--- config.mk ---
export PLATFORM = sky130hd
export DESIGN_NAME = ebc_access
export DESIGN_NICKNAME = d
export VERILOG_FILES = /design/src/shared/ebc_pkg.sv /design/src/ebc_access.sv
export SDC_FILE = /design/constraint.sdc
export NUM_CORES = 1
export LEC_CHECK = 0
export BUFFER_PORTS_ARGS = -buffer_cell sky130_fd_sc_hd__buf_2
export CORE_MARGIN = 2
export CORE_UTILIZATION = 60
export CTS_CLUSTER_DIAMETER = 60
export DETAILED_ROUTE_END_ITERATION = 6
export PLACE_DENSITY = 0.74
export SYNTH_ARGS = -nofsm -noshare
export SYNTH_HDL_FRONTEND = slang
export SYNTH_SLANG_ARGS = --single-unit
export TNS_END_PERCENT = 5
--- constraint.sdc ---
create_clock -name clock -period 5.7 [get_ports clock]
set_input_delay 1.425 -clock clock [delete_from_list [all_inputs] [get_ports clock]]
set_output_delay 1.425 -clock clock [all_outputs]
set_load 0.01 [all_outputs]
--- src/shared/ebc_pkg.sv ---
// constants and carriers for the byte store access control block
// assumes the cpu core decodes bank 0 direct and bank 1 indirect accesses
package ebc_pkg;
  // ************************************************************
  // map and layout
  // ************************************************************
  localparam logic [7:0] EBC_CTRL_OFFSET = 8'h40;
  localparam logic [7:0] EBC_CTRL_BANK = 8'h01;
  localparam int EBC_DEPTH = 64;
  localparam int EBC_AW = 6;
  localparam int EBC_BIT_WPERMIT = 3;
  localparam int EBC_BIT_WSTART = 2;
  localparam int EBC_BIT_RPERMIT = 1;
  localparam int EBC_BIT_RSTART = 0;
  localparam logic [3:0] EBC_CTRL_RESET = 4'h0;
  localparam logic [1:0] EBC_ADDR_PAD = 2'h0;
  localparam logic [3:0] EBC_CTRL_PAD = 4'h0;
  // ************************************************************
  // timing
  // ************************************************************
  localparam int EBC_CLOCK_MHZ = 200;
  localparam int EBC_READ_CYCLES = 2;
  localparam logic [1:0] EBC_READ_LAST = 2'(EBC_READ_CYCLES - 1);
  // ************************************************************
  // carriers
  // ************************************************************
  typedef struct packed {
    logic addr_wr;
    logic data_wr;
    logic ctrl_wr;
    logic [7:0] wdata;
  } ebc_req_t;
  typedef enum logic [1:0] {
    EBC_IDLE = 2'h0,
    EBC_READ = 2'h1,
    EBC_WRITE = 2'h2
  } ebc_phase_t;
  typedef struct packed {
    ebc_phase_t phase;
    logic [EBC_AW-1:0] addr;
    logic [EBC_AW-1:0] cyc_addr;
    logic [7:0] data;
    logic wpermit;
    logic wstart;
    logic rpermit;
    logic rstart;
    logic [1:0] rcount;
    logic done_flag;
    logic wr_go;
    logic [2:0] done_sync;
  } ebc_state_t;
endpackage : ebc_pkg

--- src/ebc_access.sv ---
// access control for the 64-byte non-volatile byte store
// assumes the cpu core presents decoded register strobes, one per cycle
// and the write timer answers with an asynchronous done level
module ebc_access (
  // clock and reset
  input wire logic clock,
  input wire logic rst_n,
  // register strobes from the core
  input wire ebc_pkg::ebc_req_t req,
  input wire logic done_flag_clr,
  // register read values
  output logic [7:0] addr_rdata,
  output logic [7:0] data_rdata,
  output logic [7:0] ctrl_rdata,
  // asynchronous write timer
  output logic timer_start,
  input wire logic timer_done,
  // write completion events
  output logic store_write_done_flag,
  output logic write_done_pulse
);
  import ebc_pkg::*;
  // ************************************************************
  // state
  // ************************************************************
  ebc_state_t st;
  ebc_state_t next_st;
  logic [7:0] mem [EBC_DEPTH];
  logic rd_fire;
  logic wr_fire;
  logic wr_end;
  logic rd_end;
  // bit zero of the sync chain feeds only bit one, nothing else
  // edge detect, so a done level left from the last write ends nothing
  assign wr_end = (st.phase == EBC_WRITE) && st.wr_go &&
                  st.done_sync[1] && !st.done_sync[2];
  assign rd_end = (st.phase == EBC_READ) && (st.rcount == EBC_READ_LAST);
  assign rd_fire = rd_end && st.rpermit;
  assign wr_fire = (st.phase == EBC_WRITE) && !st.wr_go &&
                   !st.done_sync[1] && st.wpermit;
  // ************************************************************
  // next state
  // ************************************************************
  always_comb begin
    next_st = st;
    next_st.done_sync = {st.done_sync[1:0], timer_done};
    if (req.addr_wr) begin
      next_st.addr = req.wdata[EBC_AW-1:0];
    end
    if (req.data_wr) begin
      next_st.data = req.wdata;
    end
    if (req.ctrl_wr) begin
      next_st.wpermit = req.wdata[EBC_BIT_WPERMIT];
      next_st.rpermit = req.wdata[EBC_BIT_RPERMIT];
      // a start needs its permit already set before this write
      if (st.phase == EBC_IDLE) begin
        if (req.wdata[EBC_BIT_WSTART] && st.wpermit) begin
          next_st.wstart = 1'b1;
          next_st.phase = EBC_WRITE;
          next_st.cyc_addr = st.addr;
          next_st.wr_go = 1'b0;
        end else if (req.wdata[EBC_BIT_RSTART] && st.rpermit) begin
          next_st.rstart = 1'b1;
          next_st.phase = EBC_READ;
          next_st.cyc_addr = st.addr;
          next_st.rcount = 2'h0;
        end
      end
    end
    // a cycle in flight ignores starts; the latched address drives it
    unique case (st.phase)
      EBC_IDLE: begin
      end
      EBC_READ: begin
        next_st.rcount = 2'(st.rcount + 2'h1);
        if (rd_end) begin
          next_st.phase = EBC_IDLE;
          next_st.rstart = 1'b0;
          if (rd_fire) begin
            next_st.data = mem[st.cyc_addr];
          end
        end
      end
      EBC_WRITE: begin
        // wait for the old done level to drop before launching
        if (wr_fire) begin
          next_st.wr_go = 1'b1;
        end else if (!st.wr_go && !st.wpermit) begin
          next_st.phase = EBC_IDLE;
          next_st.wstart = 1'b0;
        end
        if (wr_end) begin
          next_st.phase = EBC_IDLE;
          next_st.wstart = 1'b0;
          next_st.wr_go = 1'b0;
        end
      end
      default: begin
        next_st.phase = EBC_IDLE;
      end
    endcase
    // set wins over a clear in the same cycle
    if (done_flag_clr) begin
      next_st.done_flag = 1'b0;
    end
    if (wr_end) begin
      next_st.done_flag = 1'b1;
    end
  end
  // ************************************************************
  // registers
  // ************************************************************
  always_ff @(posedge clock or negedge rst_n) begin
    if (!rst_n) begin
      // addr and data clear too, software still treats them as unknown
      st <= '0;
    end else begin
      st <= next_st;
    end
  end
  // byte array stays out of reset: contents survive like the real cells
  always_ff @(posedge clock) begin
    if (wr_fire) begin
      mem[st.cyc_addr] <= st.data;
    end
  end
  // ************************************************************
  // outputs
  // ************************************************************
  assign addr_rdata = {EBC_ADDR_PAD, st.addr};
  assign data_rdata = st.data;
  assign ctrl_rdata = {EBC_CTRL_PAD, st.wpermit, st.wstart,
                       st.rpermit, st.rstart};
  // registered so the asynchronous timer never sees a glitch
  assign timer_start = st.wr_go;
  assign store_write_done_flag = st.done_flag;
  assign write_done_pulse = wr_end;
endmodule : ebc_access

Yosys cells after proc, flatten, opt, wreduce, memory -nomap -nowiden
Memories as Yosys holds them, arrays and structs flattened.
Index checks and enable logic that the tools add are counted.
{"block": "word_totals", "elab_cells": 78, "mem_bits_rw": 512, "mem_count": 1, "out_inout_bits": 27, "register_bits": 33, "in_bits": 15}
{"block": "classes", "n_reduce_logical": 23, "addsub": 1, "eq_ne": 4, "muxes": 37}
{"memory": "mem", "depth": 64, "word_bits": 8, "read_ports": 1, "rd_ports_with_merged_regs": 0, "write_ports": 1, "line_no": "ebc_access.sv:28", "text": "logic [7:0] mem [EBC_DEPTH];"}
{"operator": "$mux 8", "n": 4}
{"operator": "$mux 1", "n": 17}
{"operator": "$mux 2", "n": 8}
{"operator": "$mux 3", "n": 4}
{"operator": "$mux 6", "n": 2}
{"operator": "$logic_and 1x1->1", "n": 11}
{"operator": "$reduce_bool 2->1", "n": 5}
{"operator": "$pmux 2 s3", "n": 1}
{"operator": "$mux 5", "n": 1}
{"operator": "$eq 2x1->1 const B", "n": 2}
{"operator": "$logic_not 1->1", "n": 4}
{"operator": "$reduce_and 4->1", "n": 1}
{"operator": "$reduce_and 3->1", "n": 1}
{"operator": "$add 2x1->2 const B", "n": 1}
{"operator": "$eq 2x2->1 const B", "n": 1}
{"operator": "$logic_not 2->1", "n": 1}
{"operator": "$ne 2x2->1 const B", "n": 1}

Logic depth before layout (Yosys ltp)
Gate-level depths: netlist (run 1).
{"block": "depth", "depth_word": 9, "mapped_depth": 10, "mapped_depth_nobuf": 7}

Least setup slack after synthesis (run 1)
OpenSTA, ideal clock, no wires.
{"block": "synth_path", "path_type": "register -> output", "start": "register st (netlist bit data_rdata[0])", "end": "output data_rdata[0]", "stages_incl_launch_ff": 2, "arrival_ns": 1.296, "slack_ns": 2.979, "required_ns": 4.275, "n_path_buf": 1, "cell_sequence": "dfrtp_1 > buf_4"}
{"element": "start, declared", "line_no": "ebc_access.sv:26", "text": "ebc_state_t st;"}
{"element": "start signal, assigned", "line_no": "ebc_access.sv:119", "text": "st <= next_st;"}
{"element": "end, declared", "line_no": "ebc_access.sv:13", "text": "output logic [7:0] data_rdata,"}
No word-level cell between the ends.

==> results.sh, run 1 <==
export IMPL_outcome="completed"
export IMPL_cts_buffer_depth=3
export IMPL_syn_to_final_growth_pct=9.05
export IMPL_grt_use_total_pct=30.2
export IMPL_layout_setup_ws_ns=1.95
export IMPL_hold_class="flop to flop"
export IMPL_synth_edff_count=512
export IMPL_antenna_cells=0
export IMPL_fin_skew_ns=0.0257
export IMPL_post_cts_hold_buffer_count=0
export IMPL_worst_pin_slew_ns=1.42
export IMPL_fmax_mhz=267
export IMPL_antenna_found_initial=1
export IMPL_avgSynthCellArea_sq_um=17.4
export IMPL_max_slew_margin_pct=5.29
export IMPL_final_cells=1760
export IMPL_period_minus_slack_ns=3.75
export IMPL_crit_fanout=76
export IMPL_die_y_um=194
export IMPL_synth_seq_cells=545
export IMPL_initial_core_util_pct=60.8
export IMPL_io_buffers=35
export IMPL_crit_type="flop to flop"
export IMPL_startpoint_type="flop"
export IMPL_drt_wl_total_mm=56.0
export IMPL_min_period_over_period_pct=65.8
export IMPL_grt_remaining_overflow=0
export IMPL_postCtsSetupBuffers=0
export IMPL_core_area_sq_um=35500
export IMPL_grt_first_pass_wirelength_mm=81.9
export IMPL_cts_root_buffer="clkbuf_16"
export IMPL_ant_nets=0
export IMPL_cts_tree="yes"
export IMPL_timing_rr_start="st[21]"
export IMPL_vias_per_cell=7.03
export IMPL_std_cell_rows=69
export IMPL_holdCritStartpoint="next_st[1]"
export IMPL_route_vias_total=12400
export IMPL_synth_cell_type_count=55
export IMPL_wire_per_inst_um=31.8
export IMPL_synth_seq_area_share_pct=75.0
export IMPL_grt_pass1_vias=12000
export IMPL_fp_dieArea_sq_um=37500
export IMPL_cts_htree_levels=2
export IMPL_drcViolationCount=0
export IMPL_setup_tns_final_ns=0
export IMPL_nets=1274
export IMPL_post_dp_cell_area_sq_um=22000
export IMPL_yosys_warnings=0
export IMPL_grt_setup_unrepaired="no"
export IMPL_design_area_sq_um=23500
export IMPL_synth_cell_area_sq_um=21600
export IMPL_final_common_cell="edfxtp_1"
export IMPL_cts_repair_resized=0
export IMPL_async_reset_ff_share_pct=6.06
export IMPL_first_pass_iters=6
export IMPL_io_pins=42
export IMPL_worstSkewPairLatency_ns=0.60
export IMPL_preCtsSetupSlack_ns=2.09
export IMPL_cts_made_buffers=51
export IMPL_placed_cells=1666
export IMPL_crit_start="st[21]"
export IMPL_hpwlAfterDp_mm=33.8
export IMPL_final_cell_mix="edfxtp_1, nor2_1, a221oi_1, clkbuf_16"
export IMPL_cp_arrival_ns=4.25
export IMPL_cp_required_ns=6.20
export IMPL_routabilityCongestion=0.939
export IMPL_synthFlopType="edfxtp_1"
export IMPL_maxSlewViolCount=0
export IMPL_postSynthCellCount=1242
export IMPL_cts_clk_slew_worst_paths_ns=0.06
export IMPL_ir_drop_v=0.000518
export IMPL_grt_max_degree=77
export IMPL_max_cap_viol_count=0
export IMPL_die_w_um=194
export IMPL_power_density_nw_per_um2=485
export IMPL_endpoint_kind="flop"
export IMPL_drive_above_1_share_pct=18.5
export IMPL_clkSinkCount=545
export IMPL_power_leakage_nw=7.51
export IMPL_hold_violations=0
export IMPL_setup_viol=0
export IMPL_first_iter_violations=1850
-- power by group --
group          total, mW  internal (mW)  switching, mW
sequential          5.10           4.73          0.374
combinational       3.12           1.08           2.05
clock               3.19           1.76           1.43
total               11.4           7.57           3.85
-- per-stage QoR --
step           hold slack, ns  util [%]  total power, mW
4_1_cts                 0.361      66.3             11.3
6_report                0.359      66.3             11.4
3_3_place_gp            0.344      62.0             8.16
3_5_place_dp            0.338      62.0             8.19
2_1_floorplan           0.331         -             7.08
5_1_grt                 0.374      66.3             11.7
-- layout make-up --
class | instances | area [sq um]
sequential | 545 | 16200
fill | 2320 | 11900
multi-input combinational | 593 | 4800
clock buffer | 71 | 1400
tap | 461 | 577
timing repair buffer | 59 | 368
clock inverter | 23 | 139
inverter | 8 | 30.0
-- layer usage --
layer | share of wire (%) | wire length (um) | vias up | track usage (%)
met2 | 44 | 24800 | 956 | 43.7
li1 | - | - | 5001 | -
met5 | 0.012 | 7 | - | 0
met4 | 5.5 | 3060 | 2 | 15.2
met1 | 38 | 21000 | 6219 | 43.2
met3 | 13 | 7050 | 194 | 8.00
-- path summary, 6_finish.rpt --
| check | to | slack [ns] | cells past startpoint |
|---|---|---|---|
| hold reg to reg | next_st[2] | 0.36 | 0 |
| max in group asynchronous | st[19] | 4.18 | 1 |
| setup / recovery | data_rdata[5] | 1.95 | 7 |
| hold / removal | next_st[2] | 0.36 | 0 |
| min in group asynchronous | addr_rdata[1] | 0.92 | 1 |
| setup reg to reg | data_rdata[5] | 1.95 | 7 |
-- registers in the layout, indices dropped and copies added (netlist names) --
signal / cells
mem: 512
st: 11
timer_start: 1
data_rdata: 8
addr_rdata: 6
store_write_done_flag: 1
next_st: 2
ctrl_rdata: 4
-- critical path, cell delays in order, from the launching register on --
cell and delay (ns):
dfrtp_4 0.88, buf_12 0.45, nor2b_2 1.08, a22o_1 0.27, o21ai_0 0.10, a21oi_1 0.44, nor4_1 0.10, a41oi_1 0.23
-- cell families (layout without fill, tap and decap cells) --
| family | count (synthesis) | after routing | synth area share [%] |
|---|---|---|---|
| AND/OR/NAND/NOR | 202 | 202 | 4.15 |
| adder cells (fa/ha/maj) | 1 | 1 | 0.0580 |
| other | 1 | 6 | 0.0174 |
| buffers and inverters | 109 | 161 | 2.86 |
| AO/OA/AOI/OAI | 242 | 242 | 8.10 |
| flip-flops | 545 | 545 | 75.0 |
| multiplexers | 142 | 142 | 9.77 |
-- Yosys cell counts (31+ instances only) --
cell type / n / area, sq um
mux4_2: 48 / 1080
mux2_2: 44 / 495
a21oi_1: 43 / 215
a221oi_1: 55 / 482
a22oi_1: 31 / 233
nor2_1: 95 / 357
dfrtp_1: 33 / 826
o21ai_0: 32 / 160
nand2_1: 47 / 176
mux2i_1: 48 / 480
buf_2: 34 / 170
buf_4: 36 / 270
edfxtp_1: 512 / 15400
(Power assumes the default switching activity.)
==> run 2: changes to the inputs <==
- ABC_AREA: default -> 1
- clock period: 5.7 -> 3.54 ns (I/O delays scaled with it)
==> results.sh, run 2 <==
export IMPL_outcome="completed"
export IMPL_setup_viol=0
export IMPL_post_cts_hold_buffer_count=0
export IMPL_synth_cell_type_count=28
export IMPL_clkSinkCount=545
export IMPL_worstSkewPairLatency_ns=0.61
export IMPL_setup_tns_final_ns=0
export IMPL_grt_max_degree=144
export IMPL_holdCritStartpoint="next_st[1]"
export IMPL_power_leakage_nw=10.6
export IMPL_std_cell_rows=72
export IMPL_max_cap_viol_count=0
export IMPL_cts_made_buffers=53
export IMPL_ant_nets=0
export IMPL_hpwlAfterDp_mm=33.8
export IMPL_io_pins=42
export IMPL_nets=2290
export IMPL_crit_fanout=9
export IMPL_synth_seq_area_share_pct=69.2
export IMPL_first_iter_violations=1697
export IMPL_multiInputGateArea_sq_um=5570
export IMPL_avgSynthCellArea_sq_um=10.4
export IMPL_fp_dieArea_sq_um=40600
export IMPL_synth_area_leader_cell="edfxtp_1"
export IMPL_cp_arrival_ns=3.27
export IMPL_cp_required_ns=3.78
export IMPL_wire_per_inst_um=19.8
export IMPL_grt_setup_unrepaired="no"
export IMPL_drt_wl_total_mm=56.1
export IMPL_vias_per_cell=5.55
export IMPL_final_cell_mix="nand2_1, edfxtp_1, inv_1, nor2_1, nand3_1"
export IMPL_antenna_found_initial=0
export IMPL_fill_cells=2989
export IMPL_largest_reg_flops=512
export IMPL_worst_pin_slew_ns=1.03
export IMPL_cts_clk_slew_worst_paths_ns=0.06
export IMPL_synth_cell_area_sq_um=23400
export IMPL_cts_tree="yes"
export IMPL_hold_class="flop to flop"
export IMPL_timing_rr_start="st[32]"
export IMPL_cts_root_buffer="clkbuf_16"
export IMPL_core_area_sq_um=38600
export IMPL_grt_first_pass_wirelength_mm=87.4
export IMPL_crit_type="flop to flop"
export IMPL_yosysMostFrequentCell="nand2_1"
export IMPL_io_buffers=35
export IMPL_synth_top_area_share_pct=65.7
export IMPL_die_y_um=201
export IMPL_startpoint_type="flop"
export IMPL_synth_edff_count=512
export IMPL_hold_violations=0
export IMPL_die_w_um=201
export IMPL_route_vias_total=15700
export IMPL_first_pass_iters=6
export IMPL_syn_to_final_growth_pct=9.51
export IMPL_cts_buffer_depth=3
export IMPL_fmax_mhz=330
export IMPL_synth_seq_cells=545
export IMPL_final_common_cell="nand2_1"
export IMPL_grt_remaining_overflow=0
export IMPL_cts_repair_resized=0
export IMPL_cts_htree_levels=2
export IMPL_fin_skew_ns=0.0250
export IMPL_yosys_warnings=0
export IMPL_seq_area_sq_um=16200
export IMPL_routabilityCongestion=0.887
export IMPL_postCtsSetupBuffers=0
export IMPL_postSynthCellCount=2260
export IMPL_max_slew_margin_pct=31.1
export IMPL_async_reset_ff_share_pct=6.06
export IMPL_layout_setup_ws_ns=0.510
export IMPL_grt_use_total_pct=28.4
export IMPL_maxSlewViolCount=0
export IMPL_grt_pass1_vias=15400
export IMPL_drcViolationCount=0
export IMPL_ir_drop_v=0.000709
export IMPL_min_period_over_period_pct=85.6
export IMPL_synthFlopType="edfxtp_1"
export IMPL_endpoint_kind="flop"
export IMPL_antenna_cells=0
export IMPL_crit_start="st[32]"
export IMPL_power_density_nw_per_um2=699
export IMPL_max_flop_register="mem"
export IMPL_period_minus_slack_ns=3.03
export IMPL_initial_core_util_pct=60.7
export IMPL_synth_common_cells="nand2_1, edfxtp_1, inv_1"
export IMPL_preCtsSetupSlack_ns=0.573
export IMPL_synth_area_leaders="edfxtp_1, nand2_1, inv_1"
export IMPL_drive_above_1_share_pct=9.03
-- run 2: cell types whose count changed after synthesis, sizes merged, moves of 19 or more --
cell and delta:
mux2i -48, mux2 -44, a22oi -31, or2 +23, a221oi -55, nor2 +104
nand3 +136, nand2 +763, mux4 -50, buf +27, inv +254, o21ai +19
-- run 2: area by class of cell --
| cell class | instances | share of cell area [%] |
|---|---|---|
| clock buffers | 74 | 5.68 |
| well taps | 518 | 2.53 |
| flip-flops and latches | 545 | 63.3 |
| clock inverters | 21 | 0.742 |
| inverters | 263 | 3.88 |
| repair buffers | 80 | 2.15 |
| multi-input cells | 1331 | 21.7 |
-- run 2: path summary, 6_finish.rpt --
| check | end | slack, ns | depth (start not counted) |
|---|---|---|---|
| worst max-delay path | mem[54][0] | 0.51 | 6 |
| min in group asynchronous | st[21] | 0.36 | 1 |
| worst min register to register | next_st[2] | 0.35 | 0 |
| worst min-delay path | next_st[2] | 0.35 | 0 |
| worst max register to register | mem[54][0] | 0.51 | 6 |
| max in group asynchronous | st[19] | 2.63 | 1 |
-- run 2: cells by family (layout without fill, tap and decap cells) --
| logic type | after synthesis | in the layout | share of synthesized area, % |
|---|---|---|---|
| simple gates | 1199 | 1199 | 20.7 |
| flops | 545 | 545 | 69.2 |
| buf+inv | 389 | 438 | 7.12 |
| compound gates | 125 | 125 | 2.83 |
| fa+ha+maj | 1 | 1 | 0.0535 |
| other cells | 1 | 6 | 0.0160 |
-- run 2: power by group --
part	leakage, nW	total [mW]	internal (mW)	switching, mW
sequential	5.02	7.64	7.38	0.262
clock	0.810	5.41	3.09	2.32
combinational	4.73	4.87	1.24	3.63
total	10.6	17.9	11.7	6.21
-- run 2: per-layer routing --
layer	track usage, %	routed length [um]	vias up
met5	0	0	-
met4	11.8	2190	0
met3	5.30	5220	142
met2	45.0	26100	797
met1	39.2	22600	7453
li1	-	-	7319
-- run 2: stage by stage --
step           power, mW  util, %  area (sq um)  hold WS [ns]  instances
2_1_floorplan       11.0        -         23400         0.331       2265
3_3_place_gp        12.5     62.2         24000         0.334       2737
3_5_place_dp        12.5     62.2         24000         0.339       2737
4_1_cts             17.9     66.4         25600         0.350       2832
5_1_grt             18.7     66.4         25600         0.372       2832
6_report            17.9     66.4         25600         0.349       2832
-- run 2: critical path, stage by stage, from the launching register on --
cell,delay (ns)
dfrtp_1,0.39
inv_1,0.10
nor2_1,0.17
nand2_1,0.09
nor3_2,0.53
nand2_1,0.67
nor2_1,0.72
